File: config.mk
export PLATFORM = sky130hd
export DESIGN_NAME = led_channel_control_registers
export DESIGN_NICKNAME = d
export VERILOG_FILES = /design/src/led_ctrl_pkg.sv /design/src/chan_word_store.sv /design/src/led_channel_control_registers.sv
export SDC_FILE = /design/constraint.sdc
export NUM_CORES = 1
export LEC_CHECK = 0
export BUFFER_PORTS_ARGS = -buffer_cell sky130_fd_sc_hd__buf_2
export CAP_MARGIN = 30
export CORE_MARGIN = 8
export CORE_UTILIZATION = 55
export DETAILED_ROUTE_END_ITERATION = 8
export PLACE_DENSITY = 0.76
export SETUP_SLACK_MARGIN = 0.2
export SLEW_MARGIN = 20
export SYNTH_ARGS = -nofsm -noshare
export SYNTH_HDL_FRONTEND = slang
export SYNTH_HIERARCHICAL = 1
export SYNTH_SLANG_ARGS = --single-unit
File: constraint.sdc
create_clock -name clk -period 3.4 [get_ports clk]
set_input_delay 0.34 -clock clk [delete_from_list [all_inputs] [get_ports clk]]
set_output_delay 0.34 -clock clk [all_outputs]
set_load 0.01 [all_outputs]
File: src/led_ctrl_pkg.sv
/*
 * Shared constants, field layouts and carriers of the LED channel control
 * register bank. Assumes a 100 MHz clock and 16-bit control words that
 * carry their own address in the top nibble.
 */
package led_ctrl_pkg;

   // Word layout
   localparam int WORD_W = 16;
   localparam int ADDR_HI = 15;
   localparam int ADDR_LO = 12;
   localparam int WD_BIT = 11;
   localparam int DATA_HI = 10;
   localparam int NUM_CH = 8;
   localparam int CH_IDX_W = 3;

   // Register addresses
   localparam logic [3:0] ADDR_CH_FIRST = 4'h1;
   localparam logic [3:0] ADDR_CH_LAST = 4'h8;
   localparam logic [3:0] ADDR_MODE = 4'h9;
   localparam logic [3:0] ADDR_OUTEN = 4'hA;
   localparam logic [3:0] ADDR_SEL12 = 4'hB;

   // Writable data bits per register (address and watchdog bit excluded)
   localparam logic [10:0] MASK_CH = 11'h7FF;
   localparam logic [10:0] MASK_MODE = 11'h1FF;
   localparam logic [10:0] MASK_OUTEN = 11'h0FF;
   localparam logic [10:0] MASK_SEL = 11'h0FF;

   // Reset values, full words for the shared registers and data part only for the channels
   localparam logic [15:0] RST_MODE = 16'h9000;
   localparam logic [15:0] RST_OUTEN = 16'hA001;
   localparam logic [15:0] RST_SEL = 16'hB000;
   localparam logic [10:0] RST_CH_DATA = 11'h000;
   localparam logic [10:0] DATA_ZERO = 11'h000;

   // Field positions
   localparam int OC_BLANK_DISABLE_BIT = 8;
   localparam int SEL_CH2_IN_LO = 6;
   localparam int SEL_CH2_PWM_LO = 4;
   localparam int SEL_CH1_IN_LO = 2;
   localparam int SEL_CH1_PWM_LO = 0;

   // Timing
   localparam longint CLK_HZ = 100_000_000;
   localparam longint WD_PERIOD_MS = 75;
   localparam longint BLANK_US = 150;
   localparam int WD_CYCLES = int'((CLK_HZ / 1000) * WD_PERIOD_MS);
   localparam int BLANK_CYCLES = int'((CLK_HZ / 1_000_000) * BLANK_US);
   localparam int WD_CNT_W = 24;
   localparam int BLANK_CNT_W = 16;

   typedef enum logic [1:0] {
      PHASE_0DEG = 2'h0,
      PHASE_90DEG = 2'h1,
      PHASE_180DEG = 2'h2,
      PHASE_270DEG = 2'h3
   } phase_e;

   typedef struct packed {
      phase_e phaseSelect;
      logic pulseSkipEnable;
      logic [7:0] channelDuty;
   } chan_cfg_s;

   typedef struct packed {
      logic [1:0] directInputFunction;
      logic [1:0] pwmSourceFunction;
   } chan_sel_s;

   // True for the eight per-channel control addresses
   function automatic logic isChanAddr(input logic [3:0] a);
      return (a >= ADDR_CH_FIRST) && (a <= ADDR_CH_LAST);
   endfunction : isChanAddr

   // Channel index 0..7 from a channel address
   function automatic logic [2:0] chanIdx(input logic [3:0] a);
      logic [3:0] t;
      t = a - ADDR_CH_FIRST;
      return t[2:0];
   endfunction : chanIdx

endpackage : led_ctrl_pkg

File: src/chan_word_store.sv
/*
 * Storage of the eight channel control words with parallel outputs for the
 * PWM logic and a registered readback port. Assumes write and read
 * strobes come from logic on the same clock.
 */
`timescale 1ns/1ns
`default_nettype none

module chan_word_store
   import led_ctrl_pkg::*;
(
   input wire logic clk,
   input wire logic srst,
   input wire logic wrEn,
   input wire logic [CH_IDX_W-1:0] wrIdx,
   input wire chan_cfg_s wrData,
   input wire logic rdEn,
   input wire logic [CH_IDX_W-1:0] rdIdx,
   output chan_cfg_s cfg [NUM_CH],
   output chan_cfg_s rdData
);

   chan_cfg_s word_q [NUM_CH];
   chan_cfg_s word_d [NUM_CH];
   chan_cfg_s rdData_q;
   chan_cfg_s rdData_d;

   // One word per channel, written only when its index matches
   for (genvar i = 0; i < NUM_CH; i++) begin : g_word
      always_comb begin
         word_d[i] = word_q[i];
         if (wrEn && (wrIdx == CH_IDX_W'(i))) begin
            word_d[i] = wrData;
         end
      end

      always_ff @(posedge clk) begin
         if (srst) begin
            word_q[i] <= chan_cfg_s'(RST_CH_DATA);
         end else begin
            word_q[i] <= word_d[i];
         end
      end

      assign cfg[i] = word_q[i];
   end

   // Readback holds its last value between requests
   always_comb begin
      rdData_d = rdData_q;
      if (rdEn) begin
         rdData_d = word_q[rdIdx];
      end
   end

   always_ff @(posedge clk) begin
      if (srst) begin
         rdData_q <= chan_cfg_s'(RST_CH_DATA);
      end else begin
         rdData_q <= rdData_d;
      end
   end

   assign rdData = rdData_q;

endmodule : chan_word_store

`default_nettype wire

File: src/led_channel_control_registers.sv
/*
 * Control register bank of an eight-channel LED driver: channel words,
 * mode, output enables and channel 1/2 source selectors, plus the
 * watchdog toggle check and overcurrent blanking timers.
 * Assumes the serial front end hands over each validated 16-bit word as a
 * one-cycle strobe on this clock and asks for readback the same way.
 */
`timescale 1ns/1ns
`default_nettype none

module led_channel_control_registers
   import led_ctrl_pkg::*;
#(
   parameter int WdCycles = WD_CYCLES,
   parameter int BlankCycles = BLANK_CYCLES
)
(
   input wire logic clk,
   input wire logic srst,
   input wire logic wrValid,
   input wire logic [WORD_W-1:0] wrWord,
   input wire logic rdReq,
   input wire logic [3:0] rdAddr,
   output logic rdValid,
   output logic [WORD_W-1:0] rdWord,
   output chan_cfg_s chanCfg [NUM_CH],
   output logic ocBlankDisable,
   output logic [NUM_CH-1:0] currentLimitSelect,
   output logic [NUM_CH-1:0] outputOn,
   output chan_sel_s ch1Select,
   output chan_sel_s ch2Select,
   output logic [NUM_CH-1:0] ocBlankActive,
   output logic watchdogToggle,
   output logic wdMismatch,
   output logic wdExpired
);

   // Terminal counts taken from the parameters
   localparam logic [WD_CNT_W-1:0] WD_LAST = WD_CNT_W'(WdCycles - 1);
   localparam logic [BLANK_CNT_W-1:0] BLANK_LOAD = BLANK_CNT_W'(BlankCycles);

   logic [3:0] wrAddr;
   logic [10:0] wrData;
   logic goodToggle;

   // Watchdog state and timeout counter, declared ahead of the toggle check
   logic watchdogToggle_q;
   logic watchdogToggle_d;
   logic [WD_CNT_W-1:0] wdCnt_q;
   logic [WD_CNT_W-1:0] wdCnt_d;
   logic wdExpired_q;
   logic wdExpired_d;
   logic wdMismatch_q;
   logic wdMismatch_d;
   logic wdHit;
   logic wdAtLast;

   // Address and data fields of the incoming word
   assign wrAddr = wrWord[ADDR_HI:ADDR_LO];
   assign wrData = wrWord[DATA_HI:0];
   assign goodToggle = wrValid && (wrWord[WD_BIT] != watchdogToggle_q);

   // Shared registers
   logic [10:0] mode_q;
   logic [10:0] mode_d;
   logic [10:0] outEn_q;
   logic [10:0] outEn_d;
   logic [10:0] sel_q;
   logic [10:0] sel_d;

   // Reserved bits masked off, stay zero whatever the host sends
   always_comb begin
      mode_d = mode_q;
      outEn_d = outEn_q;
      sel_d = sel_q;
      if (wrValid) begin
         case (wrAddr)
            // Blank disable and limit bits stored
            ADDR_MODE: begin
               mode_d = wrData & MASK_MODE;
            end
            ADDR_OUTEN: begin
               outEn_d = wrData & MASK_OUTEN;
            end
            ADDR_SEL12: begin
               sel_d = wrData & MASK_SEL;
            end
            default: begin
               mode_d = mode_q;
            end
         endcase
      end
   end

   // Reset loads the data part of each documented reset word
   always_ff @(posedge clk) begin
      if (srst) begin
         mode_q <= RST_MODE[DATA_HI:0];
         outEn_q <= RST_OUTEN[DATA_HI:0];
         sel_q <= RST_SEL[DATA_HI:0];
      end else begin
         mode_q <= mode_d;
         outEn_q <= outEn_d;
         sel_q <= sel_d;
      end
   end

   // Register fields go straight to the outputs
   assign ocBlankDisable = mode_q[OC_BLANK_DISABLE_BIT];
   // One limit select bit per channel
   assign currentLimitSelect = mode_q[NUM_CH-1:0];
   assign outputOn = outEn_q[NUM_CH-1:0];
   // Direct input selectors for channels 2 and 1
   assign ch2Select.directInputFunction = sel_q[SEL_CH2_IN_LO +: 2];
   assign ch1Select.directInputFunction = sel_q[SEL_CH1_IN_LO +: 2];
   // PWM source selectors for channels 2 and 1
   assign ch2Select.pwmSourceFunction = sel_q[SEL_CH2_PWM_LO +: 2];
   assign ch1Select.pwmSourceFunction = sel_q[SEL_CH1_PWM_LO +: 2];

   // Channel words live in the store; readback comes out registered
   chan_cfg_s chanRd;
   logic chanWr;

   // Addresses 1..8 decode to the channel store
   assign chanWr = wrValid && isChanAddr(wrAddr);

   // Phase, skip and duty fields kept as one word
   chan_word_store u_store (
      .clk(clk),
      .srst(srst),
      .wrEn(chanWr),
      .wrIdx(chanIdx(wrAddr)),
      .wrData(chan_cfg_s'(wrData & MASK_CH)),
      .rdEn(rdReq && isChanAddr(rdAddr)),
      .rdIdx(chanIdx(rdAddr)),
      .cfg(chanCfg),
      .rdData(chanRd)
   );

   // A timeout in the same cycle as a good toggle still sets
   always_comb begin
      watchdogToggle_d = watchdogToggle_q;
      wdCnt_d = wdCnt_q;
      wdExpired_d = wdExpired_q;
      wdMismatch_d = wrValid && !goodToggle;
      // Counter parks at its last value while no good toggle comes
      wdAtLast = (wdCnt_q == WD_LAST);
      // Only the first arrival is an expiry event, so a parked counter
      // does not block the clear by the next good toggle
      wdHit = wdAtLast && !wdExpired_q;
      if (goodToggle) begin
         watchdogToggle_d = !watchdogToggle_q;
         wdCnt_d = '0;
         wdExpired_d = 1'b0;
      end else if (!wdAtLast) begin
         wdCnt_d = wdCnt_q + 1'b1;
      end
      if (wdHit) begin
         wdExpired_d = 1'b1;
      end
   end

   // Watchdog registers
   always_ff @(posedge clk) begin
      if (srst) begin
         watchdogToggle_q <= 1'b0;
         wdCnt_q <= '0;
         wdExpired_q <= 1'b0;
         wdMismatch_q <= 1'b0;
      end else begin
         watchdogToggle_q <= watchdogToggle_d;
         wdCnt_q <= wdCnt_d;
         wdExpired_q <= wdExpired_d;
         wdMismatch_q <= wdMismatch_d;
      end
   end

   // Watchdog outputs
   assign watchdogToggle = watchdogToggle_q;
   assign wdExpired = wdExpired_q;
   assign wdMismatch = wdMismatch_q;

   // Overcurrent blanking, one timer per channel
   logic [NUM_CH-1:0] outPrev_q;
   logic [NUM_CH-1:0] blank_q;
   logic [NUM_CH-1:0] blank_d;
   logic [BLANK_CNT_W-1:0] blankCnt_q [NUM_CH];
   logic [BLANK_CNT_W-1:0] blankCnt_d [NUM_CH];

   // The trigger is the enable bit rising, not activity at the output pin
   for (genvar i = 0; i < NUM_CH; i++) begin : g_blank
      // Restart on switch-on; cut short if disabled or switched off
      always_comb begin
         blankCnt_d[i] = blankCnt_q[i];
         if (ocBlankDisable || !outputOn[i]) begin
            blankCnt_d[i] = '0;
         end else if (!outPrev_q[i]) begin
            blankCnt_d[i] = BLANK_LOAD;
         end else if (blankCnt_q[i] != '0) begin
            blankCnt_d[i] = blankCnt_q[i] - 1'b1;
         end
         blank_d[i] = (blankCnt_d[i] != '0);
      end

      // Counter register per channel
      always_ff @(posedge clk) begin
         if (srst) begin
            blankCnt_q[i] <= '0;
         end else begin
            blankCnt_q[i] <= blankCnt_d[i];
         end
      end
   end

   // Edge reference resets low, so channel 1 blanks right after reset
   always_ff @(posedge clk) begin
      if (srst) begin
         outPrev_q <= '0;
         blank_q <= '0;
      end else begin
         outPrev_q <= outputOn;
         blank_q <= blank_d;
      end
   end

   assign ocBlankActive = blank_q;

   // Readback pipeline: store answers one cycle later, word formed next
   logic rdPend_q;
   logic [3:0] rdAddrP_q;
   logic rdValid_q;
   logic rdValid_d;
   logic [WORD_W-1:0] rdWord_q;
   logic [WORD_W-1:0] rdWord_d;
   logic [10:0] rdBody;

   // Address nibble is constant per register, never writable
   always_comb begin
      rdBody = DATA_ZERO;
      if (isChanAddr(rdAddrP_q)) begin
         rdBody = 11'(chanRd);
      end else begin
         case (rdAddrP_q)
            ADDR_MODE: begin
               rdBody = mode_q;
            end
            ADDR_OUTEN: begin
               rdBody = outEn_q;
            end
            ADDR_SEL12: begin
               rdBody = sel_q;
            end
            default: begin
               rdBody = DATA_ZERO;
            end
         endcase
      end
      // Address nibble and toggle state are not stored per register
      rdValid_d = rdPend_q;
      rdWord_d = rdWord_q;
      if (rdPend_q) begin
         rdWord_d = {rdAddrP_q, watchdogToggle_q, rdBody};
      end
   end

   // rdAddrP_q follows rdAddr every cycle; only rdPend_q qualifies it
   always_ff @(posedge clk) begin
      if (srst) begin
         rdPend_q <= 1'b0;
         rdAddrP_q <= '0;
         rdValid_q <= 1'b0;
         rdWord_q <= '0;
      end else begin
         rdPend_q <= rdReq;
         rdAddrP_q <= rdAddr;
         rdValid_q <= rdValid_d;
         rdWord_q <= rdWord_d;
      end
   end

   // Readback outputs
   assign rdValid = rdValid_q;
   assign rdWord = rdWord_q;

endmodule : led_channel_control_registers

`default_nettype wire

==> metrics.yaml <==
worst_setup_path:
  crit_slowest_cell: "or4_1"
  worstPathCellList: "or3_4, or4_1, nor4_1, mux2i_1, o21ai_2, nor4b_1, o221ai_2"
  rrSetupSlack_ns: 0.60
  worst_ep_required_time_ns: 3.76
  rr_worst_depth: 7
  worst_path_largest_cell_delay_ns: 0.61
  cp_max_fo: 7
  r2r-start: "blankCnt_q[1][2]"
  start_kind: "flop"
  crit_path_end_kind: "flop"
  arrival_ns: 3.17
  r2r-end: "ocBlankActive[4]"
  path_class: "reg -> reg"
synthesis:
  synth_cell_types: 72
  synth-seq-cells: 317
  synth-edff-count: 0
  yosys_most_used_dff: "dfxtp_1"
  syn_inst: 1838
  postSynthAreaPerCell_sq_um: 8.12
  syn_area_sq_um: 14900
  async_flop_share_pct: 0
  ys_seq_area_share_pct: 42.5
  synth_nets: 1885
  yosysWarnings: 6
layout:
  drive_above_1_share_pct: 14.7
  nets: 2002
  area.sequential_sq_um: 6350
  fin_area_sq_um: 17100
  num-fill-cells: 2260
  multiInputGateArea_sq_um: 7980
  syn_to_final_growth_pct: 14.5
floorplanning:
  initial_core_util_pct: 55.7
  die_h_um: 181
  rows: 60
  die_area_sq_um: 32600
  pin_count: 165
  core_sq_um: 26800
  die_w_um: 181
clock_network:
  clock_sinks: 317
  cts_buffers: 35
  cts.path.max_buffers: 3
  post-cts-setup-buffers: 0
  cts_tree: "built"
  htree_num_levels: 2
  clk_pin_slew_ns: 0.06
  cts_root_buffer: "clkbuf_16"
  clk_latency_ns: 0.51
  cts_resized: 0
  hold_buffers: 0
power:
  p_sw_share_pct: 23.5
  clkPwrFrac_pct: 46.7
  ir_worst_vdd_uv: 339
  pwr-share-seq_pct: 45.4
  p_leak_uw: 0.00686
  switching_power_uw: 2010
  p_comb_share_pct: 7.9
  internal-power_uw: 6520
  p_per_area_nw_per_um2: 499
detailed_routing:
  wl_per_cell_um: 18.1
  dr.pass1.iters: 5
  ant_nets: 0
  drt_iter0_drc: 1281
  wl_mm: 41.9
  via_per_inst: 5.83
  vias: 13540
  drc: 0
timing:
  fin_hold_ws_ns: 0.0753
  slew_headroom_pct: 39.6
  finClkSkew_ns: 0.0124
  setup_violations: 0
  fmax_mhz: 357
  tns_ns: 0
  post-route-min-period_ns: 2.80
  worst_slew_pin_slew_ns: 0.903
  rsz0062_at_grt: "no"
  setup_ws_ns: 0.597
  finalCritPeriodShare_pct: 82.4
  finalMaxSlewViolations: 0
  hold_viol_final: 0
placement:
  gp_congestion: 0.959
  hpwlAfterDp_mm: 29.6
  pre_cts_ws_ns: 0.612
  portBuffers: 164
  place_area_sq_um: 15800
hold_path:
  min_delay_path_depth: 2
  min_path_type: "in -> reg"
  min_to: "rdAddrP_q[3]"
  hold_start: "rdAddr[3]"
global_route:
  grt_start_max_net_pins: 99
  grt_first_pass_wirelength_mm: 67.1
  antenna_found_initial: 2
  grt_use_total_pct: 24.7
  grt_pass1_vias: 12853
  grt.overflow.total: 0
outcome:
  outcome: "completed"
flow_run:
  cap_violations: 0
## cells by family after synthesis
family / count (synthesis) / synth area share [%]
AOI/OAI and AO/OA: 317 / 13.6
xor gates and xnor gates: 102 / 5.99
adders and majority gates: 23 / 1.93
buffers and inverters: 136 / 3.97
DFF: 317 / 42.5
muxes: 63 / 4.43
and+or+nand+nor: 880 / 27.6
## power groups by stage
stage | registers (uW) | logic (uW) | clock network [uW]
final | 3870 | 671 | 3980
after global routing | 3880 | 734 | 4190
after CTS | 3870 | 660 | 4040
after detailed placement | 3950 | 653 | 0
after global placement | 3950 | 641 | 0
after floorplan | 3940 | 469 | 0
## metal layers
metal / share of wire [%] / track usage [%] / vias up
li1: - / - / 6607
met5: 0.052 / 0 / -
met3: 8.4 / 5.87 / 105
met2: 46 / 40.0 / 487
met4: 3.8 / 10.4 / 4
met1: 42 / 31.2 / 6337
## worst max-delay path, delay by kind of cell, from the launching register on
kind,cells,cell delay (ns)
and+or+nand+nor,4,1.79
DFF,1,0.36
AOI/OAI and AO/OA,2,0.22
muxes,1,0.31
## cell usage in the layout, fill, tap and decap left out, types with 28 or more instances in the layout
cell         n
mux2i_1     39
nor2b_1     38
nor2_1     206
xor2_1      49
inv_1       32
nand3_1     55
a21oi_1    167
buf_2      163
xnor2_1     53
nor3_1      62
clkbuf_16   37
nor4_1      28
nand2b_1    28
dfxtp_1    317
nand2_1    336
## final cells by class
| class | count | share of cell area (%) |
|---|---|---|
| timing repair buffer | 183 | 5.80 |
| tap | 341 | 2.50 |
| inverter | 33 | 0.725 |
| clock inverter | 7 | 0.791 |
| antenna | 1 | 0.0146 |
| multi-input combinational | 1385 | 46.7 |
| clock buffer | 54 | 6.32 |
| sequential | 317 | 37.1 |
## state kept, by name, summed over array words and instances (netlist names), 8 cells and up
signal / flops
u_store/rdData: 11
outEn_q: 8
rdWord: 16
u_store/word_q: 88
mode_q: 9
blankCnt_q: 128
sel_q: 8
ocBlankActive: 8
wdCnt_q: 24
outPrev_q: 8
## cell usage after synthesis (all sizes together), types with 19 or more instances
cell type / instances / share of area, %
mux2i: 39 / 2.6
or3: 19 / 0.83
nand3: 55 / 1.8
xor2: 49 / 2.9
nor2b: 38 / 1.6
mux2: 24 / 1.8
nor2: 207 / 5.2
a21oi: 167 / 5.6
dfxtp: 317 / 43
nor4: 30 / 1.3
a211oi: 31 / 1.9
ha: 23 / 1.9
xnor2: 53 / 3.1
nand2: 336 / 8.5
inv: 33 / 0.83
nor3: 62 / 2.1
o21ai: 19 / 0.66
nand2b: 28 / 1.2
clkbuf: 87 / 2.3
## through the flow
stage | power (uW) | util (%) | instances
6_report | 8520 | 63.7 | 2321
5_1_grt | 8810 | 63.7 | 2320
4_1_cts | 8560 | 63.6 | 2317
3_5_place_dp | 4600 | 59.1 | 2256
3_3_place_gp | 4590 | 59.1 | 2256
2_1_floorplan | 4410 | - | 1838
## worst max path at each step
stage                           from               end  slack [ns]  cells after the start
floorplan           blankCnt_q[1][2]  ocBlankActive[4]        0.83                      8
global placement    blankCnt_q[1][2]  ocBlankActive[4]        0.67                      7
detailed placement  blankCnt_q[1][2]  ocBlankActive[4]        0.61                      7
CTS                 blankCnt_q[1][2]  ocBlankActive[4]        0.58                      7
global route        blankCnt_q[1][2]  ocBlankActive[4]        0.46                      7
finish              blankCnt_q[1][2]  ocBlankActive[4]        0.60                      7
(Power assumes the default switching activity.)
